**config.mk**
```make
export PLATFORM = sky130hd
export DESIGN_NAME = arr_regs
export DESIGN_NICKNAME = d
export VERILOG_FILES = /design/src/rtl/arr_pkg.sv /design/src/rtl/arr_regs.sv /design/src/rtl/arr_hyst_cmp.sv /design/src/rtl/arr_trip_latch.sv
export SDC_FILE = /design/constraint.sdc
export NUM_CORES = 1
export LEC_CHECK = 0
export ABC_AREA = 1
export BUFFER_PORTS_ARGS = -buffer_cell sky130_fd_sc_hd__buf_2
export CAP_MARGIN = 20
export CORE_MARGIN = 5
export CORE_UTILIZATION = 50
export CTS_CLUSTER_DIAMETER = 30
export CTS_CLUSTER_SIZE = 10
export DETAILED_ROUTE_END_ITERATION = 16
export PLACE_DENSITY = 0.74
export RECOVER_POWER = 100
export SLEW_MARGIN = 10
export SYNTH_ARGS = -nofsm -noshare
export SYNTH_HDL_FRONTEND = slang
export SYNTH_HIERARCHICAL = 1
export SYNTH_SLANG_ARGS = --single-unit
```
**constraint.sdc**
```tcl
create_clock -name clk_sys -period 2.82 [get_ports clk_sys]
set_clock_uncertainty 0.15 [all_clocks]
set_input_delay 0.282 -clock clk_sys [delete_from_list [all_inputs] [get_ports clk_sys]]
set_output_delay 0.282 -clock clk_sys [all_outputs]
set_load 0.005 [all_outputs]
```
**src/rtl/arr_pkg.sv**
```systemverilog
// Shared constants and types for the converter range and alarm registers
package arr_pkg;

  // ==========================================================
  // Bus and register map
  localparam int ADDR_W = 8;
  localparam int DATA_W = 32;
  localparam logic [7:0] OFFS_RANGE = 8'h14;
  localparam logic [7:0] OFFS_STATUS = 8'h20;
  localparam logic [7:0] OFFS_UPPER = 8'h24;
  localparam logic [7:0] OFFS_LOWER = 8'h28;

  // ==========================================================
  // Field positions
  localparam int POS_REF_OFF = 6;
  localparam int POS_SUP_LOW_NOW = 15;
  localparam int POS_SUP_HIGH_NOW = 14;
  localparam int POS_IN_LOW_NOW = 11;
  localparam int POS_IN_HIGH_NOW = 10;
  localparam int POS_SUP_LOW_LAT = 7;
  localparam int POS_SUP_HIGH_LAT = 6;
  localparam int POS_IN_LOW_LAT = 5;
  localparam int POS_IN_HIGH_LAT = 4;
  localparam int POS_ANY_LAT = 0;
  localparam int POS_HYST_LSB = 24;

  // ==========================================================
  // Reset values
  localparam logic [3:0] RST_RANGE_SEL = 4'h0;
  localparam logic RST_REF_OFF = 1'b0;
  localparam logic [15:0] RST_UPPER = 16'hFFFF;
  localparam logic [7:0] RST_HYST = 8'h00;
  localparam logic [15:0] RST_LOWER = 16'h0000;
  localparam logic [31:0] RST_RDATA = 32'h0000_0000;

  // ==========================================================
  // Carriers
  typedef struct packed {
    logic supplyLow;
    logic supplyHigh;
    logic inputLow;
    logic inputHigh;
  } arr_alarm_t;

  typedef struct packed {
    logic [ADDR_W-1:0] addr;
    logic [DATA_W-1:0] wrData;
    logic wrStb;
    logic rdStb;
  } arr_bus_req_t;

  localparam arr_alarm_t ALARM_NONE = '{1'b0, 1'b0, 1'b0, 1'b0};

endpackage : arr_pkg

```
**src/rtl/arr_regs.sv**
```systemverilog
// Range select, alarm status and alarm limit register bank
// What this block does
// - Four-bit span field resets to zero; codes 0-4 pick bipolar spans.
// - Codes with top bit set pick unipolar spans; stored exactly as written.
// - Bit 6 of the range register turns the on-chip reference off; resets 0.
// - Reserved bits of range, status and upper-limit registers read zero.
// - Status bits 15 and 14 show present supply low and supply high.
// - Status bits 11 and 10 show present input low and input high.
// - Status bits 7 and 6 show latched supply low and supply high.
// - Status bits 5 and 4 show latched input low and input high.
// - Status bit 0 is the OR of the four latched flags.
// - A flag reads one while its condition holds; all flags reset to zero.
// - Upper-limit register bits 15-0 hold the upper limit, reset FFFF.
// - Bits 31-24 are writable, reset zero; all eight bits give hysteresis.
// - Status register sits at byte address 20h.
// - Upper limit and hysteresis register sits at byte address 24h.
// - Status holds both present and latched flags for input and supply.
// - Range register sits at byte address 14h.
// - Lower limit register at 28h holds sixteen writable bits, reset zero.
`timescale 1ns/1ps
module arr_regs
  import arr_pkg::*;
(
  // Clock and reset
  input wire logic clk_sys,
  input wire logic rstn,
  // Register port
  input wire logic [ADDR_W-1:0] addr,
  input wire logic [DATA_W-1:0] wrData,
  input wire logic wrStb,
  input wire logic rdStb,
  output logic [DATA_W-1:0] rdData,
  // Conversion results and supply monitor
  input wire logic sampleValid,
  input wire logic [15:0] sample,
  input wire logic supplyLowIn,
  input wire logic supplyHighIn,
  // Configuration to the converter
  output logic [3:0] spanSelect,
  output logic onchipRefOff
);

  // ==========================================================
  // Decode
  arr_bus_req_t req;
  logic hitRange;
  logic hitStatus;
  logic hitUpper;
  logic hitLower;

  assign req = '{addr, wrData, wrStb, rdStb};
  assign hitRange = (req.addr == OFFS_RANGE);
  assign hitStatus = (req.addr == OFFS_STATUS);
  assign hitUpper = (req.addr == OFFS_UPPER);
  assign hitLower = (req.addr == OFFS_LOWER);

  // ==========================================================
  // Range register
  always_ff @(posedge clk_sys or negedge rstn) begin
    if (!rstn) begin
      spanSelect <= RST_RANGE_SEL;
      onchipRefOff <= RST_REF_OFF;
    end else if (req.wrStb && hitRange) begin
      spanSelect <= req.wrData[3:0];
      onchipRefOff <= req.wrData[POS_REF_OFF];
    end
  end

  // ==========================================================
  // Limit registers
  logic [15:0] upperLimit;
  logic [7:0] inputHysteresis;
  logic [15:0] lowerLimit;

  always_ff @(posedge clk_sys or negedge rstn) begin
    if (!rstn) begin
      upperLimit <= RST_UPPER;
      inputHysteresis <= RST_HYST;
    end else if (req.wrStb && hitUpper) begin
      upperLimit <= req.wrData[15:0];
      inputHysteresis <= req.wrData[POS_HYST_LSB +: 8];
    end
  end

  always_ff @(posedge clk_sys or negedge rstn) begin
    if (!rstn) begin
      lowerLimit <= RST_LOWER;
    end else if (req.wrStb && hitLower) begin
      lowerLimit <= req.wrData[15:0];
    end
  end

  // ==========================================================
  // Present alarm flags
  arr_alarm_t active;
  logic inHighNow;
  logic inLowNow;

  // Hysteresis byte is used whole; its low bits are zero by software discipline
  arr_hyst_cmp u_cmp (
    .clk_sys(clk_sys),
    .rstn(rstn),
    .sampleValid(sampleValid),
    .sample(sample),
    .upperLimit(upperLimit),
    .lowerLimit(lowerLimit),
    .hysteresis(inputHysteresis),
    .inputHigh(inHighNow),
    .inputLow(inLowNow)
  );

  logic supLowNow;
  logic supHighNow;

  always_ff @(posedge clk_sys or negedge rstn) begin
    if (!rstn) begin
      supLowNow <= 1'b0;
      supHighNow <= 1'b0;
    end else begin
      supLowNow <= supplyLowIn;
      supHighNow <= supplyHighIn;
    end
  end

  assign active = '{supLowNow, supHighNow, inLowNow, inHighNow};

  // ==========================================================
  // Latched alarm flags
  arr_alarm_t latched;
  logic statusRead;

  assign statusRead = req.rdStb && hitStatus;

  arr_trip_latch u_latch (
    .clk_sys(clk_sys),
    .rstn(rstn),
    .active(active),
    .clearAll(statusRead),
    .latched(latched)
  );

  // ==========================================================
  // Read data
  logic [DATA_W-1:0] statusWord;
  logic [DATA_W-1:0] next_rdData;

  always_comb begin
    statusWord = '0;
    statusWord[POS_SUP_LOW_NOW] = active.supplyLow;
    statusWord[POS_SUP_HIGH_NOW] = active.supplyHigh;
    statusWord[POS_IN_LOW_NOW] = active.inputLow;
    statusWord[POS_IN_HIGH_NOW] = active.inputHigh;
    statusWord[POS_SUP_LOW_LAT] = latched.supplyLow;
    statusWord[POS_SUP_HIGH_LAT] = latched.supplyHigh;
    statusWord[POS_IN_LOW_LAT] = latched.inputLow;
    statusWord[POS_IN_HIGH_LAT] = latched.inputHigh;
    statusWord[POS_ANY_LAT] = |latched;
  end

  always_comb begin
    next_rdData = '0;
    if (hitRange) begin
      next_rdData[3:0] = spanSelect;
      next_rdData[POS_REF_OFF] = onchipRefOff;
    end else if (hitStatus) begin
      next_rdData = statusWord;
    end else if (hitUpper) begin
      next_rdData[15:0] = upperLimit;
      next_rdData[POS_HYST_LSB +: 8] = inputHysteresis;
    end else if (hitLower) begin
      next_rdData[15:0] = lowerLimit;
    end
  end

  // Read data stands one cycle only, zero otherwise
  always_ff @(posedge clk_sys or negedge rstn) begin
    if (!rstn) begin
      rdData <= RST_RDATA;
    end else if (req.rdStb) begin
      rdData <= next_rdData;
    end else begin
      rdData <= RST_RDATA;
    end
  end
endmodule : arr_regs

```
**src/rtl/arr_hyst_cmp.sv**
```systemverilog
// Input alarm comparator with hysteresis on release
`timescale 1ns/1ps
module arr_hyst_cmp
  import arr_pkg::*;
(
  // Clock and reset
  input wire logic clk_sys,
  input wire logic rstn,
  // Conversion results
  input wire logic sampleValid,
  input wire logic [15:0] sample,
  // Limits
  input wire logic [15:0] upperLimit,
  input wire logic [15:0] lowerLimit,
  input wire logic [7:0] hysteresis,
  // Present comparison state
  output logic inputHigh,
  output logic inputLow
);

  logic [16:0] lowerRelease;
  logic releaseHigh;
  logic releaseLow;
  logic next_inputHigh;
  logic next_inputLow;

  // Release points sit one hysteresis step inside each limit
  assign lowerRelease = {1'b0, lowerLimit} + {9'h000, hysteresis};
  assign releaseHigh = (upperLimit >= {8'h00, hysteresis}) && (sample < (upperLimit - {8'h00, hysteresis}));
  assign releaseLow = {1'b0, sample} > lowerRelease;

  always_comb begin
    next_inputHigh = inputHigh ? !releaseHigh : (sample > upperLimit);
    next_inputLow = inputLow ? !releaseLow : (sample < lowerLimit);
  end

  always_ff @(posedge clk_sys or negedge rstn) begin
    if (!rstn) begin
      inputHigh <= 1'b0;
      inputLow <= 1'b0;
    end else if (sampleValid) begin
      inputHigh <= next_inputHigh;
      inputLow <= next_inputLow;
    end
  end

endmodule : arr_hyst_cmp

```
**src/rtl/arr_trip_latch.sv**
```systemverilog
// Sticky alarm flags, cleared by a status read
`timescale 1ns/1ps
module arr_trip_latch
  import arr_pkg::*;
(
  // Clock and reset
  input wire logic clk_sys,
  input wire logic rstn,
  // Events and clear
  input wire arr_alarm_t active,
  input wire logic clearAll,
  // Latched flags
  output arr_alarm_t latched
);

  logic [3:0] setVec;
  logic [3:0] flagVec;

  assign setVec = active;
  assign latched = flagVec;

  for (genvar i = 0; i < 4; i++) begin : g_flag
    always_ff @(posedge clk_sys or negedge rstn) begin
      if (!rstn) begin
        flagVec[i] <= 1'b0;
      end else if (setVec[i]) begin
        flagVec[i] <= 1'b1;
      end else if (clearAll) begin
        flagVec[i] <= 1'b0;
      end
    end
  end

endmodule : arr_trip_latch

```
Yosys cells after proc, flatten, opt, wreduce, memory -nomap -nowiden
Cells that the tools add are included.
{"block": "totals", "ff_bits": 85, "output_inout_bits": 37, "wordCells": 54}
{"block": "op_classes", "n_addsub": 2, "magnitude_cmp": 5, "n_eq_ne": 4, "mux": 17, "reduce_logical": 12}
{"op": "16-bit two-way mux", "n": 3}
{"op": "16-bit less-than comparator", "n": 2}
{"op": "32-bit two-way mux", "n": 1}
{"op": "25-bit two-way mux", "n": 1}
{"op": "8-bit by 6-bit == test with 1-bit output, second input constant", "n": 3}
{"op": "16-bit by 8-bit adder with 17-bit output", "n": 1}
{"op": "16-bit by 17-bit greater-than comparator with 1-bit output", "n": 1}
{"op": "16-bit by 8-bit >= comparator with 1-bit output", "n": 1}
{"op": "16-bit greater-than comparator", "n": 1}
{"op": "8-bit two-way mux", "n": 2}
{"op": "16-bit by 8-bit subtractor with 16-bit output", "n": 1}
{"op": "8-bit by 5-bit == test with 1-bit output, second input constant", "n": 1}
{"op": "1-bit two-way mux", "n": 8}
{"op": "2-bit nonzero test", "n": 4}
{"op": "1-bit logical AND", "n": 5}
{"op": "4-bit two-way mux", "n": 1}
{"op": "4-bit OR reduction", "n": 1}
{"op": "1-bit zero test", "n": 2}
{"op": "2-bit two-way mux", "n": 1}

Longest topological paths before layout
{"block": "depth", "word_depth": 6, "mapped_depth": 19}

Modules after synthesis
The synthesis kept the hierarchy.
{"mod": "arr_regs", "instances": 1, "cells_per_inst": 345, "area_each_um2": 3090.5}
{"mod": "arr_hyst_cmp", "instances": 1, "cells_per_inst": 389, "area_each_um2": 2549.9}
{"mod": "arr_trip_latch", "instances": 1, "cells_per_inst": 17, "area_each_um2": 148.9}

Least setup slack after synthesis
No wires, ideal clock.
{"block": "synth_path", "kind": "register to register", "startpoint": "register lowerLimit[0]", "endpoint": "register u_cmp.inputLow", "setup_time_ps": 77, "arrival_ps": 2745, "setup_slack_ps": -153, "stages_incl_launch_ff": 20, "period_less_slack_ps": 2973, "path_cell_list": "dfrtp_1 ha_1 fa_1 nand3_1 nand2_1 a21boi_0 o21ai_2 nand3_1 nor2_1 xor2_1 ha_1 nand2_1 nor2_1 a211oi_1 nand2_1 nand2_1 nand2_1 nand2_1 nand2_1 a21oi_1"}
{"block": "synth_via", "elab_chain_len": 4, "word_cells_on_any_way": 5, "cone_classes": "add/sub (1); order compare (2); mux (1); reduce/logical (1)"}
{"element": "from (decl)", "line": "arr_regs.sv:73", "source": "logic [15:0] lowerLimit;"}
{"element": "from (signal assigned)", "line": "arr_regs.sv:89", "source": "lowerLimit <= req.wrData[15:0];"}
{"element": "16-bit by 8-bit adder with 17-bit output", "line": "arr_hyst_cmp.sv:28", "source": "assign lowerRelease = {1'b0, lowerLimit} + {9'h000, hysteresis};"}
{"element": "16-bit by 17-bit greater-than comparator with 1-bit output", "line": "arr_hyst_cmp.sv:30", "source": "assign releaseLow = {1'b0, sample} > lowerRelease;"}
{"element": "1-bit zero test", "line": "arr_hyst_cmp.sv:34", "source": "next_inputLow = inputLow ? !releaseLow : (sample < lowerLimit);"}
{"element": "1-bit two-way mux *", "line": "arr_hyst_cmp.sv:34"}
{"element": "to (signal assigned)", "line": "arr_hyst_cmp.sv:43", "source": "inputLow <= next_inputLow;"}
{"element": "to (decl)", "line": "arr_hyst_cmp.sv:18", "source": "output logic inputLow"}
Every way passes the cells marked *; elsewhere a longest branch is shown, timed or not.
A chain may end at the register's enable or synchronous reset.

Final worst setup path
{"block": "layout_path", "startpoint": "register inputHysteresis[0]", "endpoint": "register u_cmp.inputHigh"}
{"block": "layout_via", "elab_chain_len": 5, "word_cells_on_any_way": 6, "cone_classes": "add/sub (1); order compare (2); mux (1); reduce/logical (2)"}
{"element": "from (decl)", "line": "arr_regs.sv:72", "source": "logic [7:0] inputHysteresis;"}
{"element": "from (signal assigned)", "line": "arr_regs.sv:81", "source": "inputHysteresis <= req.wrData[POS_HYST_LSB +: 8];"}
{"element": "16-bit by 8-bit subtractor with 16-bit output", "line": "arr_hyst_cmp.sv:29", "source": "assign releaseHigh = (upperLimit >= {8'h00, hysteresis}) && (sample < (upperLimit - {8'h00, hysteresis}));"}
{"element": "16-bit less-than comparator", "line": "arr_hyst_cmp.sv:29"}
{"element": "1-bit logical AND *", "line": "arr_hyst_cmp.sv:29"}
{"element": "1-bit zero test *", "line": "arr_hyst_cmp.sv:33", "source": "next_inputHigh = inputHigh ? !releaseHigh : (sample > upperLimit);"}
{"element": "1-bit two-way mux *", "line": "arr_hyst_cmp.sv:33"}
{"element": "to (signal assigned)", "line": "arr_hyst_cmp.sv:42", "source": "inputHigh <= next_inputHigh;"}
{"element": "to (decl)", "line": "arr_hyst_cmp.sv:17", "source": "output logic inputHigh,"}
Marks and branches as above.

==> metrics.yaml <==
clocking:
  cts_buffers: 9
  htree_levels: 3
  cts.sinks: 77
  clock_latency_ns: 0.33
  tritoncts: "yes"
  clk_pin_slew_ns: 0.06
  clock-root-buffer: "clkbuf_16"
  clock_path_buffers: 2
synth:
  synth_seq_cells: 77
  synthDistinctLibCells: 39
  yosys-mux-area-fraction_pct: 0
  netlist_instances: 751
  yosys_warnings: 6
  synthSimpleGateAreaFrac_pct: 21.3
  postSynth.asyncResetShare_pct: 100
  synth_top_family_by_area: "simple AND/OR/NAND/NOR gates"
  syn_area_per_cell_um2: 7.71
  synthXorXnorAreaFrac_pct: 4.24
  synth_fa_ha_area_share_pct: 17.5
  synth-seq-area-share_pct: 33.6
  netlist_area_um2: 5790
  synth_edf_count: 0
  synth-compound-area-share_pct: 12.2
  ys.flop_type: "dfrtp_1"
power:
  ir_drop_uv: 394
  power_switching_share_pct: 30.6
  leakagePower_nw: 3.77
  internal-power_mw: 2.09
  p_comb_share_pct: 24.9
  seqPwrFrac_pct: 40.7
  pwr-share-clk_pct: 34.4
  power-per-cell-area_nw_per_um2: 430
  power_mw: 3.01
  net-switching-power_uw: 921
worst_setup_path:
  crit_path_cell_trace: "buf_4 -> ha_4 -> inv_2 -> fa_2 -> nand3_2 -> nand2_2 -> inv_2 -> o21ai_2 -> or2_4 -> or2_4 -> nor2_4 -> xor2_1 -> ha_1 -> nand2_1 -> nor2_1 -> nor3_1 -> a21oi_1"
  cp_max_fo: 3
  required_ns: 2.88
  path_buf_inv: 3
  arrival_ns: 3.02
  critical_path_class: "reg2reg"
  reg2reg_from: "inputHysteresis[0]"
  endpoint_kind: "flop"
  cp_top_family: "simple AND/OR/NAND/NOR gates"
  slowest_delay_ns: 0.39
  critPathSlowestCell: "dfrtp_1"
  startpoint_type: "flop"
  cp-startpoint: "inputHysteresis[0]"
timing:
  slew_headroom_pct: -26.4
  min_period_ns: 2.96
  tns_ns: -0.276
  hold_viol_final: 0
  worst_pin_slew_ns: 1.90
  finalCritPeriodShare_pct: 105
  fmaxAchievable_ghz: 0.338
  finalSetupViolations: 2
  fin_hold_ws_ns: 0.0266
  rsz0062_at_grt: "true"
  final.setup.worst_slack_ns: -0.140
  slew_viol_final: 78
global_routing:
  grt_max_degree: 78
  grt_use_total_pct: 21.6
  antenna_found_initial: 0
  grt_pass1_vias: 5091
  grt_pass1_wl_mm: 24.8
  grt_overflow: 0
final_layout:
  drive_gt1_share_pct: 21.9
  num-nets-final: 1025
  diodes: 0
  final_cell_mix: "nand2_1 (179), inv_1 (128), ha_1 (74)"
  final_common_cell: "nand2_1"
  finalNonFillerCells: 1030
  final_core_util_pct: 61.5
  syn_to_final_growth_pct: 20.7
routing:
  postRouteWirelength_mm: 15.0
  firstDrtPassIters: 5
  drtAntennaViolNets: 0
  vias_per_cell: 5.12
  wl_per_cell_um: 14.6
  vias: 5270
  remaining_drc_errors: 0
  drt_iter0_drc: 271
floorplan:
  fp.coreArea_um2: 11400
  start_util_pct: 50.9
  fp.dieH_um: 118
  rows: 39
  die_area_um2: 13800
  pin_count: 100
  fp.dieW_um: 118
placed_design:
  port_buffers: 83
  gp_congestion: 0.891
  dp.cells: 1008
  dp_hpwl_mm: 11.8
hold_path:
  min_path_type: "in2reg"
  hp-start: "wrData[15]"
outcome:
  status: "finished, violations left"
  violations: "max-capacitance violations, max-slew violations, negative setup slack"
run:
  timing.max_cap.violations: 1
routing by layer:
metal  up-vias  GRT usage [%]  wire [um]
met4         0           4.66        195
met3        18           4.18        959
met2       149           33.8       6720
met1      2455           31.1       7120
li1       2648              -          -
met5         -              0          0
state kept, by name, indices dropped and copies added (netlist names):
| name | cells |
|---|---|
| lowerLimit | 16 |
| spanSelect | 4 |
| inputHysteresis | 8 |
| supHighNow | 1 |
| upperLimit | 16 |
| onchipRefOff | 1 |
| u_latch/latched | 4 |
| u_cmp/inputHigh | 1 |
| u_cmp/inputLow | 1 |
| supLowNow | 1 |
| rdData | 24 |
kinds of logic (layout without fill, tap and decap cells):
family | Yosys count | after routing
XOR/XNOR | 28 | 28
AO/OA/AOI/OAI | 121 | 121
buffers and inverters | 153 | 282
other | 1 | 8
adder cells (fa/ha/maj) | 80 | 80
flip-flops | 77 | 77
AND/OR/NAND/NOR | 291 | 291
final timing paths:
check	to	slack, ns	depth (start not counted)
setup / recovery	u_cmp/inputHigh	-0.14	17
hold / removal	upperLimit[15]	0.03	3
setup reg to reg	u_cmp/inputHigh	-0.14	17
hold reg to reg	u_latch/latched[3]	0.31	2
max in group asynchronous	inputHysteresis[3]	0.41	2
min in group asynchronous	rdData[27]	0.87	2
worst register-to-register path: stages (launching register included):
cell     delay, ns
dfrtp_1       0.39
buf_4         0.14
ha_4          0.13
inv_2         0.04
fa_2          0.36
nand3_2       0.07
nand2_2       0.07
inv_2         0.06
o21ai_2       0.06
or2_4         0.23
or2_4         0.27
nor2_4        0.08
xor2_1        0.16
ha_1          0.24
nand2_1       0.08
nor2_1        0.05
nor3_1        0.17
a21oi_1       0.08
power by group through the flow:
stage	sequential, mW	combinational (mW)	clock, mW
finish	1.22	0.749	1.03
global route	1.23	0.862	1.10
CTS	1.22	0.725	1.06
detailed placement	1.24	0.704	0
global placement	1.24	0.689	0
floorplan	1.22	0.454	0
through the flow:
step / setup slack [ns] / cell area [um2]
2_1_floorplan: 0.0173 / 5820
3_5_place_dp: -0.192 / 6620
3_3_place_gp: -0.0958 / 6620
5_1_grt: -0.342 / 6990
4_1_cts: -0.112 / 6950
6_report: -0.140 / 6990
synthesized netlist by cell type (3+ instances only):
| library cell | n | area [um2] |
|---|---|---|
| nand2_1 | 179 | 672 |
| inv_1 | 126 | 473 |
| ha_1 | 78 | 976 |
| dfrtp_1 | 61 | 1530 |
| nor2_1 | 51 | 191 |
| a21oi_1 | 42 | 210 |
| nand3_1 | 32 | 160 |
| o21ai_0 | 29 | 145 |
| xor2_1 | 23 | 201 |
| dfstp_2 | 16 | 420 |
| o21ai_1 | 16 | 80.1 |
| nand4_1 | 10 | 62.6 |
| a21oi_2 | 9 | 78.8 |
| buf_4 | 9 | 67.6 |
| nor3_1 | 7 | 35.0 |
| inv_2 | 6 | 22.5 |
| a211oi_1 | 5 | 37.5 |
| o21a_1 | 5 | 37.5 |
| xnor2_1 | 5 | 43.8 |
| clkbuf_1 | 4 | 15.0 |
| o21ai_2 | 4 | 35.0 |
| a31oi_1 | 3 | 18.8 |
| buf_2 | 3 | 15.0 |
| buf_6 | 3 | 33.8 |
| nand2_2 | 3 | 18.8 |
| nor2_4 | 3 | 33.8 |
timing repair:
| action | 4_1_cts | 5_1_grt |
|---|---|---|
| setup buffers | 0 | 3 |
| hold buffers | 3 | 0 |
| resized for setup | 10 | 22 |
| setup endpoints to repair | 2 | 2 |
| endpoints found under the hold margin | 40 | 0 |
| pin swaps | 1 | 11 |
cell type report:
class,instances,area (um2)
inverter,133,500
timing repair buffer,133,778
sequential,77,1950
tap,143,179
clock buffer,9,225
multi-input combinational,528,3320
fill,1034,4380
clock inverter,7,42.5
(Power assumes the default switching activity.)
